`src/logic/mrc_pkg.sv`:
```
// constants and types for the remote command interpreter
// assumes one 25 MHz clock and an APB master with 32-bit data
package mrc_pkg;
  // ********************************
  // register offsets
  // ********************************
  localparam logic [7:0] OFS_CMD = 8'h00;
  localparam logic [7:0] OFS_TALK = 8'h04;
  localparam logic [7:0] OFS_TXD = 8'h08;
  localparam logic [7:0] OFS_STAT = 8'h0C;
  localparam logic [7:0] OFS_MVAL = 8'h10;
  localparam logic [7:0] OFS_MAUX = 8'h14;
  // status and read-data field positions
  localparam int ST_TXV = 0;
  localparam int ST_RDY = 1;
  localparam int ST_PEND = 2;
  localparam int ST_CBAD = 3;
  localparam int ST_OBAD = 4;
  localparam int ST_PASS = 5;
  localparam int ST_PFX = 6;
  localparam int TXD_VLD = 8;
  localparam int AUX_UNIT = 8;
  localparam int AUX_FLAG = 16;
  // ********************************
  // timing
  // ********************************
  localparam int unsigned CLK_HZ = 25_000_000;
  // fastest reading rate in tenths of readings per second
  localparam int unsigned READ_RATE_X10 = 24;
  localparam int unsigned READ_GAP_CYC = (CLK_HZ * 10 + READ_RATE_X10 - 1) / READ_RATE_X10;
  // ********************************
  // characters and words
  // ********************************
  localparam int BUF_LEN = 20;
  localparam logic [7:0] CH_SP = 8'h20;
  localparam logic [7:0] CH_CR = 8'h0D;
  localparam logic [7:0] CH_LF = 8'h0A;
  localparam logic [39:0] VAL_UNDER = 40'h20_2E_30_30_30;
  localparam logic [39:0] VAL_OVER = 40'h31_39_39_2E_39;
  // identity header, software and hardware revisions: arbitrary values
  localparam logic [31:0] HDR_ID = 32'h31_30_30_30;
  localparam logic [15:0] SW_REV = 16'h3031;
  localparam logic [15:0] HW_REV = 16'h3031;
  // ********************************
  // types and reset values
  // ********************************
  typedef enum logic [2:0] {
    M_FWD, M_FWD_LOG, M_REF, M_REF_LOG, M_SWR, M_RLOSS, M_MIN, M_MAX
  } mrc_meas_t;
  typedef enum logic [1:0] {TR_CONT, TR_KEY, TR_BUS, TR_CMD} mrc_trig_t;
  typedef enum logic [1:0] {TM_CRLF, TM_CR, TM_NONE} mrc_term_t;
  typedef enum logic [2:0] {SRC_NONE, SRC_READ, SRC_MACH, SRC_ERR, SRC_REV} mrc_src_t;
  typedef enum logic [1:0] {PS_IDLE, PS_OPT, PS_RANGE, PS_STORE} mrc_pst_t;
  typedef enum logic [1:0] {FL_NORM, FL_UNDER, FL_OVER} mrc_flag_t;
  localparam logic PREFIX_RST = 1'b0;
  localparam mrc_trig_t TRIG_RST = TR_CONT;
  localparam mrc_term_t TERM_RST = TM_CRLF;
  localparam mrc_meas_t MEAS_RST = M_FWD;
endpackage : mrc_pkg

```
`src/logic/mrc_top.sv`:
```
// remote command interpreter: parses command characters, keeps
// settings, error and self-test flags, and formats reply strings
// assumes an APB master, pins from outside the clock domain, and
// self-test and front-panel logic on the same clock
module mrc_top #(
  parameter int unsigned READ_GAP = mrc_pkg::READ_GAP_CYC
) (
  // clock and reset
  input wire logic pclk,
  input wire logic presetn,
  // apb slave
  input wire logic psel,
  input wire logic penable,
  input wire logic pwrite,
  input wire logic [7:0] paddr,
  input wire logic [31:0] pwdata,
  output logic [31:0] prdata,
  output logic pready,
  output logic pslverr,
  // pins
  input wire logic key_enter,
  input wire logic bus_trig,
  input wire logic iface_serial,
  // front panel
  input wire logic panel_load,
  input wire logic panel_prefix,
  input wire logic [1:0] panel_trig,
  input wire logic [2:0] panel_meas,
  input wire logic [1:0] panel_term,
  // self-test engine
  input wire logic selftest_done,
  input wire logic selftest_pass,
  output logic selftest_start,
  // active settings and reading strobe
  output logic prefix_on,
  output logic [1:0] trig_mode,
  output logic [2:0] meas_type,
  output logic [1:0] term_mode,
  output logic reading_strobe
);
  // ********************************
  // functions
  // ********************************
  function automatic logic opt_ok(input logic [7:0] l, input logic [7:0] c);
    unique case (l)
      8'h50: opt_ok = (c == 8'h59) || (c == 8'h4E);
      8'h54: opt_ok = (c == 8'h30) || (c == 8'h31) || (c == 8'h33) || (c == 8'h35);
      8'h55: opt_ok = (c >= 8'h30) && (c <= 8'h32);
      8'h4A: opt_ok = (c == 8'h30);
      8'h59: opt_ok = (c == 8'h54) || (c == 8'h4F) || (c == 8'h4E);
      8'h52: opt_ok = (c == 8'h43) || (c == 8'h44) || (c == 8'h4C) || (c == 8'h59)
          || (c == 8'h4E) || (c == 8'h30) || (c == 8'h31);
      8'h46: opt_ok = (c == 8'h43) || (c == 8'h44);
      8'h53: opt_ok = (c == 8'h57);
      8'h4D: opt_ok = (c == 8'h4E) || (c == 8'h58);
      default: opt_ok = 1'b0;
    endcase
  endfunction : opt_ok

  // {hit, type} for a two-letter measurement command
  function automatic logic [3:0] meas_dec(input logic [7:0] l, input logic [7:0] c);
    unique case ({l, c})
      16'h4643: meas_dec = {1'b1, mrc_pkg::M_FWD};
      16'h4644: meas_dec = {1'b1, mrc_pkg::M_FWD_LOG};
      16'h5243: meas_dec = {1'b1, mrc_pkg::M_REF};
      16'h5244: meas_dec = {1'b1, mrc_pkg::M_REF_LOG};
      16'h5357: meas_dec = {1'b1, mrc_pkg::M_SWR};
      16'h524C: meas_dec = {1'b1, mrc_pkg::M_RLOSS};
      16'h4D4E: meas_dec = {1'b1, mrc_pkg::M_MIN};
      16'h4D58: meas_dec = {1'b1, mrc_pkg::M_MAX};
      default: meas_dec = 4'h0;
    endcase
  endfunction : meas_dec

  function automatic logic [15:0] meas_code(input logic [2:0] m);
    unique case (m)
      mrc_pkg::M_FWD: meas_code = 16'h4643;
      mrc_pkg::M_FWD_LOG: meas_code = 16'h4644;
      mrc_pkg::M_REF: meas_code = 16'h5243;
      mrc_pkg::M_REF_LOG: meas_code = 16'h5244;
      mrc_pkg::M_SWR: meas_code = 16'h5357;
      mrc_pkg::M_RLOSS: meas_code = 16'h524C;
      mrc_pkg::M_MIN: meas_code = 16'h4D4E;
      default: meas_code = 16'h4D58;
    endcase
  endfunction : meas_code

  function automatic logic [7:0] term_char(input logic [1:0] t);
    unique case (t)
      mrc_pkg::TM_CRLF: term_char = 8'h54;
      mrc_pkg::TM_CR: term_char = 8'h4F;
      default: term_char = 8'h4E;
    endcase
  endfunction : term_char

  // ********************************
  // pin synchronisers
  // ********************************
  logic [2:0] key_s_q;
  logic [2:0] trg_s_q;
  logic [1:0] ifc_s_q;
  always_ff @(posedge pclk or negedge presetn) begin
    if (!presetn) begin
      key_s_q <= 3'h0;
      trg_s_q <= 3'h0;
      ifc_s_q <= 2'h0;
    end else begin
      key_s_q <= {key_s_q[1:0], key_enter};
      trg_s_q <= {trg_s_q[1:0], bus_trig};
      ifc_s_q <= {ifc_s_q[0], iface_serial};
    end
  end
  wire key_edge = key_s_q[1] & ~key_s_q[2];
  wire trg_edge = trg_s_q[1] & ~trg_s_q[2];

  // ********************************
  // apb slave
  // ********************************
  // one wait state: pready rises in the second access cycle
  logic pready_q;
  logic pslverr_q;
  logic [31:0] prdata_q;
  logic [31:0] rdata_w;
  wire acc = psel & penable & pready_q;
  wire wr_acc = acc & pwrite;
  wire rd_acc = acc & ~pwrite;
  wire ack_d = psel & penable & ~pready_q;
  wire hit_cmd = paddr == mrc_pkg::OFS_CMD;
  wire hit_talk = paddr == mrc_pkg::OFS_TALK;
  wire hit_txd = paddr == mrc_pkg::OFS_TXD;
  wire hit_stat = paddr == mrc_pkg::OFS_STAT;
  wire hit_mval = paddr == mrc_pkg::OFS_MVAL;
  wire hit_maux = paddr == mrc_pkg::OFS_MAUX;
  wire mapped = hit_cmd | hit_talk | hit_txd | hit_stat | hit_mval | hit_maux;
  always_ff @(posedge pclk or negedge presetn) begin
    if (!presetn) begin
      pready_q <= 1'b0;
      pslverr_q <= 1'b0;
      prdata_q <= 32'h0;
    end else begin
      pready_q <= ack_d;
      pslverr_q <= ack_d & ~mapped;
      if (ack_d) begin
        prdata_q <= pwrite ? 32'h0 : rdata_w;
      end
    end
  end

  // ********************************
  // command parser
  // ********************************
  mrc_pkg::mrc_pst_t pst_q;
  logic [7:0] lead_q;
  logic [2:0] cnt_q;
  logic [7:0] sc_q [0:5];
  wire [7:0] ch = pwdata[7:0];
  wire cmd_wr = wr_acc & hit_cmd;
  wire is_ws = (ch == mrc_pkg::CH_SP) || (ch == mrc_pkg::CH_CR)
      || (ch == mrc_pkg::CH_LF) || (ch == 8'h2C);
  wire lead_ok = (ch == 8'h57) || opt_ok(ch, 8'h30) || opt_ok(ch, 8'h43)
      || opt_ok(ch, 8'h57) || opt_ok(ch, 8'h4E);
  wire in_idle = cmd_wr & (pst_q == mrc_pkg::PS_IDLE) & ~is_ws;
  wire ev_opt = cmd_wr & (pst_q == mrc_pkg::PS_OPT);
  wire good = opt_ok(lead_q, ch);
  wire [3:0] md = meas_dec(lead_q, ch);
  wire ev_cbad = in_idle & ~lead_ok;
  wire ev_obad = ev_opt & ~good;
  wire ev_ok = ev_opt & good;
  wire set_p = ev_ok & (lead_q == 8'h50);
  wire set_t = ev_ok & (lead_q == 8'h54);
  wire set_y = ev_ok & (lead_q == 8'h59);
  wire set_u = ev_ok & (lead_q == 8'h55);
  wire set_j = ev_ok & (lead_q == 8'h4A);
  wire set_m = ev_ok & md[3];
  wire to_range = ev_ok & (lead_q == 8'h52) & ~md[3];
  wire restore = set_u & (ch == 8'h30);
  wire [1:0] trig_new = (ch == 8'h30) ? mrc_pkg::TR_CONT : (ch == 8'h31) ? mrc_pkg::TR_KEY
      : (ch == 8'h33) ? mrc_pkg::TR_BUS : mrc_pkg::TR_CMD;
  wire [1:0] term_new = (ch == 8'h54) ? mrc_pkg::TM_CRLF
      : (ch == 8'h4F) ? mrc_pkg::TM_CR : mrc_pkg::TM_NONE;

  always_ff @(posedge pclk or negedge presetn) begin
    if (!presetn) begin
      pst_q <= mrc_pkg::PS_IDLE;
      lead_q <= 8'h0;
      cnt_q <= 3'h0;
    end else if (cmd_wr) begin
      unique case (pst_q)
        mrc_pkg::PS_IDLE: begin
          lead_q <= ch;
          cnt_q <= 3'h0;
          if (!is_ws && lead_ok) begin
            pst_q <= (ch == 8'h57) ? mrc_pkg::PS_STORE : mrc_pkg::PS_OPT;
          end
        end
        mrc_pkg::PS_OPT: begin
          pst_q <= to_range ? mrc_pkg::PS_RANGE : mrc_pkg::PS_IDLE;
        end
        // range value itself is handled by the measurement chain
        mrc_pkg::PS_RANGE: begin
          pst_q <= mrc_pkg::PS_IDLE;
        end
        mrc_pkg::PS_STORE: begin
          cnt_q <= cnt_q + 3'h1;
          if (cnt_q == 3'h5) begin
            pst_q <= mrc_pkg::PS_IDLE;
          end
        end
      endcase
    end
  end

  // six scratch bytes, lost at reset
  always_ff @(posedge pclk or negedge presetn) begin
    if (!presetn) begin
      sc_q <= '{default: mrc_pkg::CH_SP};
    end else if (cmd_wr && pst_q == mrc_pkg::PS_STORE) begin
      sc_q[cnt_q] <= ch;
    end
  end

  // ********************************
  // settings
  // ********************************
  // remote copy survives panel changes so a machine query can restore it
  logic rem_pfx_q;
  logic act_pfx_q;
  logic [1:0] rem_trg_q;
  logic [1:0] act_trg_q;
  logic [1:0] rem_trm_q;
  logic [1:0] act_trm_q;
  logic [2:0] rem_mea_q;
  logic [2:0] act_mea_q;
  always_ff @(posedge pclk or negedge presetn) begin
    if (!presetn) begin
      rem_pfx_q <= mrc_pkg::PREFIX_RST;
      act_pfx_q <= mrc_pkg::PREFIX_RST;
      rem_trg_q <= mrc_pkg::TRIG_RST;
      act_trg_q <= mrc_pkg::TRIG_RST;
      rem_trm_q <= mrc_pkg::TERM_RST;
      act_trm_q <= mrc_pkg::TERM_RST;
      rem_mea_q <= mrc_pkg::MEAS_RST;
      act_mea_q <= mrc_pkg::MEAS_RST;
    end else if (ev_ok) begin
      if (set_p) begin
        rem_pfx_q <= ch == 8'h59;
        act_pfx_q <= ch == 8'h59;
      end
      if (set_t) begin
        rem_trg_q <= trig_new;
        act_trg_q <= trig_new;
      end
      if (set_y) begin
        rem_trm_q <= term_new;
        act_trm_q <= term_new;
      end
      if (set_m) begin
        rem_mea_q <= md[2:0];
        act_mea_q <= md[2:0];
      end
      if (restore) begin
        act_pfx_q <= rem_pfx_q;
        act_trg_q <= rem_trg_q;
        act_trm_q <= rem_trm_q;
        act_mea_q <= rem_mea_q;
      end
    end else if (panel_load) begin
      act_pfx_q <= panel_prefix;
      act_trg_q <= panel_trig;
      act_trm_q <= panel_term;
      act_mea_q <= panel_meas;
    end
  end

  // ********************************
  // triggers and readings
  // ********************************
  logic cont_q;
  logic armed_q;
  logic [23:0] gap_q;
  logic [31:0] mval_q;
  logic [17:0] maux_q;
  logic [39:0] rd_val_q;
  logic [7:0] rd_unit_q;
  logic [1:0] rd_flag_q;
  logic [2:0] rd_mea_q;
  logic rd_vld_q;
  logic strobe_q;
  logic talk_rd;
  wire mode_chg = set_t | restore | panel_load;
  wire arm = (key_edge & (act_trg_q == mrc_pkg::TR_KEY))
      | (trg_edge & (act_trg_q == mrc_pkg::TR_BUS))
      | (set_m & (act_trg_q == mrc_pkg::TR_CMD));
  // readings spaced by at least the fastest period
  wire take = (cont_q | armed_q) & (gap_q == 24'h0);
  always_ff @(posedge pclk or negedge presetn) begin
    if (!presetn) begin
      cont_q <= 1'b0;
      armed_q <= 1'b0;
      gap_q <= 24'h0;
      strobe_q <= 1'b0;
    end else begin
      strobe_q <= take;
      if (mode_chg) begin
        cont_q <= 1'b0;
        armed_q <= 1'b0;
      end else begin
        cont_q <= cont_q | (key_edge & (act_trg_q == mrc_pkg::TR_CONT));
        armed_q <= arm | (armed_q & ~take);
      end
      if (take) begin
        gap_q <= 24'(READ_GAP - 1);
      end else if (gap_q != 24'h0) begin
        gap_q <= gap_q - 24'h1;
      end
    end
  end

  // no reading until a trigger has fired
  always_ff @(posedge pclk or negedge presetn) begin
    if (!presetn) begin
      mval_q <= 32'h0;
      maux_q <= 18'h0;
      rd_val_q <= 40'h0;
      rd_unit_q <= 8'h0;
      rd_flag_q <= mrc_pkg::FL_NORM;
      rd_mea_q <= mrc_pkg::MEAS_RST;
      rd_vld_q <= 1'b0;
    end else begin
      if (wr_acc && hit_mval) begin
        mval_q <= pwdata;
      end
      if (wr_acc && hit_maux) begin
        maux_q <= pwdata[17:0];
      end
      if (take) begin
        rd_val_q <= {mval_q, maux_q[7:0]};
        rd_unit_q <= maux_q[mrc_pkg::AUX_UNIT +: 8];
        rd_flag_q <= maux_q[mrc_pkg::AUX_FLAG +: 2];
        rd_mea_q <= act_mea_q;
      end
      rd_vld_q <= take | (rd_vld_q & ~talk_rd);
    end
  end

  // ********************************
  // flags and status selection
  // ********************************
  logic pend_q;
  logic [1:0] sel_q;
  logic cbad_q;
  logic obad_q;
  logic pass_q;
  logic st_q;
  logic err_sent;
  logic talk;
  always_ff @(posedge pclk or negedge presetn) begin
    if (!presetn) begin
      pend_q <= 1'b0;
      sel_q <= 2'h0;
      cbad_q <= 1'b0;
      obad_q <= 1'b0;
      pass_q <= 1'b0;
      st_q <= 1'b0;
    end else begin
      // status word waits for next talk
      pend_q <= set_u | (pend_q & ~talk);
      if (set_u) begin
        sel_q <= ch[1:0];
      end
      // clear after error word, new error wins
      cbad_q <= ev_cbad | (cbad_q & ~err_sent);
      obad_q <= ev_obad | (obad_q & ~err_sent);
      st_q <= set_j;
      // fail unless a run just passed
      if (selftest_done && selftest_pass) begin
        pass_q <= 1'b1;
      end else if (set_j || selftest_done || err_sent) begin
        pass_q <= 1'b0;
      end
    end
  end

  // ********************************
  // reply assembly
  // ********************************
  logic [7:0] s [0:mrc_pkg::BUF_LEN-1];
  logic [4:0] len_w;
  mrc_pkg::mrc_src_t src_w;
  wire [15:0] rcode = meas_code(rd_mea_q);
  wire [15:0] acode = meas_code(act_mea_q);
  // substitute value and pick status letter
  wire [39:0] val_w = (rd_flag_q == mrc_pkg::FL_UNDER) ? mrc_pkg::VAL_UNDER
      : (rd_flag_q == mrc_pkg::FL_OVER) ? mrc_pkg::VAL_OVER : rd_val_q;
  wire [7:0] flag_ch = (rd_flag_q == mrc_pkg::FL_UNDER) ? 8'h55
      : (rd_flag_q == mrc_pkg::FL_OVER) ? 8'h4F : 8'h4E;
  assign src_w = pend_q ? ((sel_q == 2'h0) ? mrc_pkg::SRC_MACH
      : (sel_q == 2'h1) ? mrc_pkg::SRC_ERR : mrc_pkg::SRC_REV)
      : rd_vld_q ? mrc_pkg::SRC_READ : mrc_pkg::SRC_NONE;

  always_comb begin
    int n;
    n = 0;
    s = '{default: mrc_pkg::CH_SP};
    if (src_w != mrc_pkg::SRC_READ && src_w != mrc_pkg::SRC_NONE) begin
      for (int i = 0; i < 4; i++) s[i] = mrc_pkg::HDR_ID[31-8*i -: 8];
      n = 4;
    end
    unique case (src_w)
      mrc_pkg::SRC_READ: begin
        // prefix letter and type code first
        if (act_pfx_q) begin
          s[0] = flag_ch;
          s[1] = rcode[15:8];
          s[2] = rcode[7:0];
          n = 3;
        end
        for (int i = 0; i < 5; i++) s[n+i] = val_w[39-8*i -: 8];
        s[n+5] = rd_unit_q;
        n = n + 6;
      end
      mrc_pkg::SRC_MACH: begin
        s[4] = act_pfx_q ? 8'h59 : 8'h4E;
        // trigger digits are 0 1 3 5, not the encoding
        s[5] = (act_trg_q == mrc_pkg::TR_CONT) ? 8'h30 : (act_trg_q == mrc_pkg::TR_KEY) ? 8'h31
            : (act_trg_q == mrc_pkg::TR_BUS) ? 8'h33 : 8'h35;
        s[6] = acode[15:8];
        s[7] = acode[7:0];
        s[8] = term_char(act_trm_q);
        n = 9;
      end
      mrc_pkg::SRC_ERR: begin
        s[4] = cbad_q ? 8'h49 : 8'h56;
        s[5] = 8'h43;
        s[6] = 8'h4D;
        s[7] = obad_q ? 8'h49 : 8'h56;
        s[8] = 8'h43;
        s[9] = 8'h4F;
        s[10] = pass_q ? 8'h50 : 8'h46;
        s[11] = pass_q ? 8'h53 : 8'h4C;
        n = 12;
      end
      mrc_pkg::SRC_REV: begin
        for (int i = 0; i < 6; i++) s[4+i] = sc_q[i];
        s[10] = mrc_pkg::SW_REV[15:8];
        s[11] = mrc_pkg::SW_REV[7:0];
        s[12] = mrc_pkg::HW_REV[15:8];
        s[13] = mrc_pkg::HW_REV[7:0];
        s[14] = ifc_s_q[1] ? 8'h53 : 8'h47;
        s[15] = term_char(act_trm_q);
        n = 16;
      end
      default: n = 0;
    endcase
    if (src_w != mrc_pkg::SRC_NONE && act_trm_q != mrc_pkg::TM_NONE) begin
      s[n] = mrc_pkg::CH_CR;
      n = n + 1;
      if (act_trm_q == mrc_pkg::TM_CRLF) begin
        s[n] = mrc_pkg::CH_LF;
        n = n + 1;
      end
    end
    len_w = 5'(n);
  end

  // ********************************
  // talker buffer
  // ********************************
  logic [7:0] buf_q [0:mrc_pkg::BUF_LEN-1];
  logic [4:0] len_q;
  logic [4:0] idx_q;
  mrc_pkg::mrc_src_t kind_q;
  assign talk = wr_acc & hit_talk;
  assign talk_rd = talk & ~pend_q;
  wire tx_v = idx_q < len_q;
  wire pop = rd_acc & hit_txd & tx_v;
  assign err_sent = pop & (idx_q == len_q - 5'h1) & (kind_q == mrc_pkg::SRC_ERR);
  always_ff @(posedge pclk or negedge presetn) begin
    if (!presetn) begin
      buf_q <= '{default: 8'h00};
      len_q <= 5'h0;
      idx_q <= 5'h0;
      kind_q <= mrc_pkg::SRC_NONE;
    end else if (talk) begin
      buf_q <= s;
      len_q <= len_w;
      idx_q <= 5'h0;
      kind_q <= src_w;
    end else if (pop) begin
      idx_q <= idx_q + 5'h1;
    end
  end

  wire [31:0] stat_w = {25'h0, act_pfx_q, pass_q, obad_q, cbad_q, pend_q, rd_vld_q, tx_v};
  wire [31:0] txd_w = {23'h0, tx_v, tx_v ? buf_q[idx_q] : 8'h00};
  assign rdata_w = hit_stat ? stat_w : hit_txd ? txd_w : hit_mval ? mval_q
      : hit_maux ? {14'h0, maux_q} : 32'h0;

  // ********************************
  // outputs
  // ********************************
  assign prdata = prdata_q;
  assign pready = pready_q;
  assign pslverr = pslverr_q;
  assign selftest_start = st_q;
  assign prefix_on = act_pfx_q;
  assign trig_mode = act_trg_q;
  assign meas_type = act_mea_q;
  assign term_mode = act_trm_q;
  assign reading_strobe = strobe_q;
endmodule : mrc_top

```
`config.mk`:
```
export PLATFORM = sky130hd
export DESIGN_NAME = mrc_top
export DESIGN_NICKNAME = d
export VERILOG_FILES = /design/src/logic/mrc_pkg.sv /design/src/logic/mrc_top.sv
export SDC_FILE = /design/constraint.sdc
export NUM_CORES = 1
export LEC_CHECK = 0
export BUFFER_PORTS_ARGS = -buffer_cell sky130_fd_sc_hd__buf_2
export CORE_ASPECT_RATIO = 0.9
export CORE_MARGIN = 2
export CORE_UTILIZATION = 50
export CTS_CLUSTER_SIZE = 16
export DETAILED_ROUTE_END_ITERATION = 6
export PLACE_DENSITY = 0.72
export REMOVE_ABC_BUFFERS = 1
export SYNTH_ARGS = -nofsm -noshare
export SYNTH_HDL_FRONTEND = slang
export SYNTH_SLANG_ARGS = --single-unit
export TNS_END_PERCENT = 30
```
`constraint.sdc`:
```
create_clock -name pclk -period 7.63 [get_ports pclk]
set_input_delay 0.3815 -clock pclk [delete_from_list [all_inputs] [get_ports pclk]]
set_output_delay 0.3815 -clock pclk [all_outputs]
set_load 0.02 [all_outputs]
```
# After elaboration in Yosys (flattened, before gate mapping)

Index checks and enable logic that the tools add are counted.

Bits in registers: 430
Bits of input ports: 59
Output and inout bits: 44
Word-level logic and storage cells: 446

Add/subtract/negate cells: 12
Order comparisons: 22
Equality and inequality tests: 83
Muxes and demuxes: 111
Bitwise operators: 86
Reduce and logical (&&, ||, !) cells: 69

Operators by type and width:

| cell                                                               | count |
|---|---|
| bitwise mux 160 bit                                                | 6 |
| demux 8 bit (select 5 bit)                                         | 8 |
| two-way mux 160 bit                                                | 2 |
| greater-or-equal comparator 32 x 6 -> 1 bit, second input constant | 8 |
| less-than comparator 32 x 1 -> 1 bit, second input constant        | 8 |
| two-way mux 32 bit                                                 | 8 |
| NOT 32 bit                                                         | 8 |
| == test 8 x 7 -> 1 bit, second input constant                      | 25 |
| one-hot mux 13 bit (7 select lines)                                | 2 |
| one-hot mux 40 bit (4 select lines)                                | 1 |
| == test 16 x 15 -> 1 bit, second input constant                    | 8 |
| one-hot mux 32 bit (4 select lines)                                | 1 |
| AND 120 bit                                                        | 1 |
| NOT 120 bit                                                        | 1 |
| AND 100 bit                                                        | 1 |
| NOT 100 bit                                                        | 1 |
| adder 32 x 4 -> 32 bit, second input constant                      | 3 |
| two-way mux 24 bit                                                 | 4 |
| two-way mux 8 bit                                                  | 12 |
| two-way mux 40 bit                                                 | 2 |
| one-hot mux 24 bit (3 select lines)                                | 1 |
| adder 32 x 2 -> 32 bit, second input constant                      | 2 |
| adder 32 x 3 -> 32 bit, second input constant                      | 2 |
| one-hot mux 32 bit (2 select lines)                                | 1 |
| 59 further kinds                                                   | 267 |

# Depth between registers and ports, before layout

Word-level depth: 25
Gate-level depth with buffers: 13
Depth with buffers taken out: 10

# Least setup slack after synthesis

No wires, ideal clock.

Kind: input to register
From: input pwdata[4]
To: register act_mea_q[1], in the netlist meas_type[1]
Setup time: 0.127 ns
Arrival time: 2.775 ns
Required time: 7.503 ns
Path slack: 4.728 ns
Cell stages on the path: 10
Buffers on the path: 3
Path through: buf_6 > or4b_4 > buf_6 > or2_0 > buf_2 > a311oi_2 > nor2_1 > a41oi_4 > mux2_4 > mux2_1

Cells in the longest elaborated chain, start to end: 13
Elaborated cells between the ends (all ways): 49
Classes of those cells: order compare: 2; eq/ne: 22; mux: 5; bitwise: 4; reduce/logical: 16

RTL lines:

| item                                                                          | RTL line                     | source |
|---|---|---|
| from (decl)                                                                   | mrc_top.sv:16                | `input wire logic [31:0] pwdata,` |
| == test 8 x 7 -> 1 bit                                                        | mrc_top.sv:51, mrc_top.sv:53 |  |
| logical OR 1 bit                                                              | mrc_top.sv:51, mrc_top.sv:53 |  |
| logical OR 1 bit (2 in a row)                                                 | mrc_top.sv:51                | `8'h52: opt_ok = (c == 8'h43) \|\| (c == 8'h44) \|\| (c == 8'h4C) \|\| (c == 8'h59)` |
| logical OR 1 bit (3 in a row)                                                 | mrc_top.sv:52                | `\|\| (c == 8'h4E) \|\| (c == 8'h30) \|\| (c == 8'h31);` |
| one-hot mux 1 bit (9 select lines)                                            | mrc_top.sv:45                | `unique case (l)` |
| AND 1 bit                                                                     | mrc_top.sv:168               | `wire ev_ok = ev_opt & good;` |
| AND 1 bit                                                                     | mrc_top.sv:172               | `wire set_u = ev_ok & (lead_q == 8'h55);` |
| AND 1 bit                                                                     | mrc_top.sv:176               | `wire restore = set_u & (ch == 8'h30);` |
| inequality test 3 x 1 -> 1 bit (no line) or two-way mux 3 bit (tied branches) | n/a                          |  |
| AND reduction 2 bit (no line) or two-way mux 3 bit (tied branches)            | n/a                          |  |
| to (signal assigned)                                                          | mrc_top.sv:243               | `act_mea_q <= mrc_pkg::MEAS_RST;` |
| to (signal assigned)                                                          | mrc_top.sv:259               | `act_mea_q <= md[2:0];` |
| to (signal assigned)                                                          | mrc_top.sv:265               | `act_mea_q <= rem_mea_q;` |
| to (decl)                                                                     | mrc_top.sv:233               | `logic [2:0] act_mea_q;` |

Several ways; a longest one is shown, not always the timed one. The select of a mux whose other input is x is not followed.
A chain may end at the register's enable or synchronous reset.

# Final worst setup path

From: register rd_vld_q
To: register buf_q[119] in the netlist's numbering

Cells in the longest elaborated chain, start to end: 23
Elaborated cells between the ends (all ways): 82
Classes of those cells: add/sub: 7; order compare: 16; eq/ne: 5; mux: 31; bitwise: 12; reduce/logical: 11

RTL lines:

| item                                                            | RTL line       | source |
|---|---|---|
| from (decl)                                                     | mrc_top.sv:287 | `logic rd_vld_q;` |
| from (signal assigned)                                          | mrc_top.sv:342 | `rd_vld_q <= take \| (rd_vld_q & ~talk_rd);` |
| two-way mux 1 bit (*)                                           | mrc_top.sv:399 | `: rd_vld_q ? mrc_pkg::SRC_READ : mrc_pkg::SRC_NONE;` |
| two-way mux 3 bit (*)                                           | mrc_top.sv:397 | `assign src_w = pend_q ? ((sel_q == 2'h0) ? mrc_pkg::SRC_MACH` |
| branches (longest 20 deep; another with adder 32 x 4 -> 32 bit) | n/a            |  |
| two-way mux 160 bit (*)                                         | mrc_top.sv:455 | `if (src_w != mrc_pkg::SRC_NONE && act_trm_q != mrc_pkg::TM_NONE) begin` |
| to (signal assigned)                                            | mrc_top.sv:485 | `buf_q <= s;` |
| to (decl)                                                       | mrc_top.sv:469 | `logic [7:0] buf_q [0:mrc_pkg::BUF_LEN-1];` |

Mark *: on every way between the ends. The select of a mux whose other input is x is not followed.

==> run_results.csv <==
group,metric,value,unit
sta,fin_crit_sh,55.8,%
logic_synthesis,synth.distinct_cells,86,
grt,grt_antenna_before_repair,0,
pwr,combPwrFrac,5.2,%
sta,setup_ws,3.37,ns
clocking,insertion_delay,0.58,ns
worst_setup_path,critPathMaxStageDelay,0.83,ns
floorplanning,die_h,196,um
clocking,cts_tree,"yes",
worst_setup_path,cpMostUsedCell,"nor3_1",
logic_synthesis,synthTopCellsByCount,"408 x dfrtp_1, 349 x nand2_1, 142 x o21ai_0",
route,via_per_inst,6.14,
logic_synthesis,yosysSeqAreaShare,50.4,%
sta,clock.fmax,235,MHz
cells_and_area,final_util,56.9,%
pwr,seqPwrFrac,47.5,%
logic_synthesis,synthTopCellsByArea,"dfrtp_1 50%, mux2_2 6.8%, nand2_1 6.4%",
pwr,p_sw_share,23.4,%
worst_setup_path,crit_required,8.09,ns
floorplanning,row_count,70,
floorplanning,die_w,218,um
worst_setup_path,crit_fanout,23,
worst_setup_path,cp_slowest_cell,"ha_1",
sta,rsz0062_at_grt,"false",
sta,hold_ws,0.0400,ns
logic_synthesis,synth_area,20600,sq um
pwr,peakVddDrop,175,uV
worst_setup_path,startpoint_type,"flip-flop",
logic_synthesis,synthArstFlopShare,100,%
route,wl_per_cell,23.5,um
pwr,pwr_density_cell,209,nW/um^2
cells_and_area,final_nets,2134,
logic_synthesis,synth_enable_flop_cells,0,
pwr,p_leak,10.7,nW
logic_synthesis,synthCells,2010,
worst_setup_path,end_kind,"flip-flop",
grt,grt_overflow,0,
logic_synthesis,synth.top_cell.area_share,49.7,%
min_path,hold_class,"in2reg",
pwr,p_clk_share,47.3,%
route,drc,0,
placed_design,dp_hpwl,42200,um
route,ant_nets,0,
grt,grt_use_total,29.3,%
cells_and_area,layout-area-overhead-vs-synth,12.2,%
sta,setup_viol,0,
sta,hold_viol,0,
logic_synthesis,syn_avg_cell_area,10.2,sq um
cells_and_area,antenna_cells,0,
sta,fin_crit,4.26,ns
route,drt_iter0_drc,1993,
grt,grt_start_max_net_pins,146,
clocking,hold_buffers,6,
worst_setup_path,criticalPathCategory,"reg2reg",
status,run_status,"finished, final reports clean",
sta,final.setup.tns,0,ns
grt,grt_pass1_vias,15581,
route,dr.pass1.iters,5,
pwr,total_power,4.83,mW
worst_setup_path,crit_chain,"nand3b_1 -> o21ai_1 -> ha_1 -> mux2i_1 -> nand2_1 -> nor3_1 -> nand2b_1 -> nor3_1 -> a22o_1",
placed_design,gp_congestion,1.04,
cells_and_area,n_fill_cell,3460,
floorplanning,io_pins,103,
floorplanning,initial_utilization,50.7,%
clocking,clock-sinks,414,
sta,relSlewSlack,16.9,%
clocking,cts_buffers,46,
logic_synthesis,synth-seq-cells,414,
sta,tightest_slew,1.24,ns
run,cap_violations,0,
floorplanning,core,40600,sq um
sta,finClkSkew,0.0214,ns
pwr,switching_power,1.13,mW
clocking,cts_setup_buffers,0,
clocking,ctsResizeCount,0,
route,vias,16135,
sta,drv_slew,0,
logic_synthesis,yosysTopAreaCell,"dfrtp_1",
clocking,clk_pin_slew,0.06,ns
clocking,htree_num_levels,2,
logic_synthesis,yosys_warnings,0,
clocking,cts_buffer_depth,3,
worst_setup_path,cp_data_arrival_time,4.71,ns
logic_synthesis,synth_most_common_cell,"dfrtp_1",
placed_design,io_buffers,102,
clocking,clockRootBuffer,"clkbuf_16",
floorplanning,die_area,42700,sq um
pwr,p_int,3.70,mW
placed_design,place_ws,3.54,ns
logic_synthesis,synthFlopType,"dfrtp_1",
grt,grt_pass1_wl,95700,um
cells_and_area,drive_gt1_share,19.4,%
route,wirelength,61800,um
logic make-up (layout without fill, tap and decap cells):
family | count (synthesis) | count (layout) | synth area share, %
compound gates | 435 | 435 | 13.5
xor+xnor | 31 | 31 | 1.32
fa+ha+maj | 22 | 22 | 1.34
buf+inv | 177 | 254 | 3.45
flops | 414 | 414 | 50.4
mux | 206 | 206 | 13.6
simple gates | 725 | 725 | 16.4
layout by cell type, fill, tap and decap left out, types with 12 or more instances in the layout:
| cell | count |
|---|---|
| buf_2 | 101 |
| dfrtp_1 | 406 |
| or3_1 | 13 |
| inv_1 | 38 |
| mux2i_1 | 31 |
| mux2_2 | 124 |
| and2_1 | 17 |
| xnor2_1 | 21 |
| a31oi_1 | 27 |
| nor2b_1 | 16 |
| nand3_1 | 46 |
| ha_1 | 22 |
| nand2b_1 | 23 |
| a21oi_1 | 90 |
| o31ai_1 | 18 |
| clkbuf_16 | 47 |
| a21o_1 | 23 |
| nand2_1 | 349 |
| buf_4 | 23 |
| a22o_1 | 30 |
| nor2_1 | 132 |
| nand3b_1 | 12 |
| nor3_1 | 34 |
| mux4_2 | 44 |
| o21ai_0 | 142 |
power by group through the flow:
stage,Clock [mW],Sequential [mW],Combinational (mW)
3_5_place_dp,0,2.33,0.252
5_1_grt,2.40,2.30,0.279
2_1_floorplan,0,2.33,0.109
4_1_cts,2.31,2.29,0.254
6_report,2.28,2.29,0.253
3_3_place_gp,0,2.33,0.244
critical path, delay by kind of cell (launching register included):
family / cells / cell delay (ns)
muxes: 1 / 0.26
and+or+nand+nor: 5 / 1.44
AOI/OAI and AO/OA: 2 / 0.86
adders and majority gates: 1 / 0.83
DFF: 1 / 0.72
registers in the layout, summed over array words and instances (netlist names), 5 cells and up:
register,flops
buf_q,144
gap_q,24
idx_q,5
lead_q,8
len_q,5
maux_q,18
mval_q,32
prdata,32
rd_unit_q,8
rd_val_q,40
sc_q,48
through the flow:
step	std cells	instance area, sq um
after floorplan	1872	20000
after global placement	2539	21500
after detailed placement	2539	21500
after CTS	2627	23100
after global routing	2627	23100
final	2627	23100
path summary, 6_finish.rpt:
kind,end,from,cells after the start,slack (ns)
max in group asynchronous,rd_val_q[14],presetn,3,5.74
min in group asynchronous,gap_q[10],presetn,2,0.50
max reg2reg,buf_q[119],rd_vld_q,9,3.37
min reg2reg,ifc_s_q[1],ifc_s_q[0],0,0.35
min,mval_q[28],pwdata[28],2,0.04
max,buf_q[119],rd_vld_q,9,3.37
cell type report:
| cell class | count | area, sq um | share of cell area (%) |
|---|---|---|---|
| sequential | 414 | 10400 | 44.9 |
| timing repair buffer | 133 | 793 | 3.44 |
| clock inverter | 15 | 195 | 0.846 |
| clock buffer | 67 | 1360 | 5.90 |
| inverter | 39 | 146 | 0.635 |
| tap | 540 | 676 | 2.93 |
| multi-input combinational | 1419 | 9530 | 41.3 |
routing by layer:
metal,routed length (um),GRT usage [%]
met1,27100,43.9
met2,26600,41.5
met3,6370,7.65
met4,1800,9.59
met5,0,0
Power figures use the tool's default switching activity.
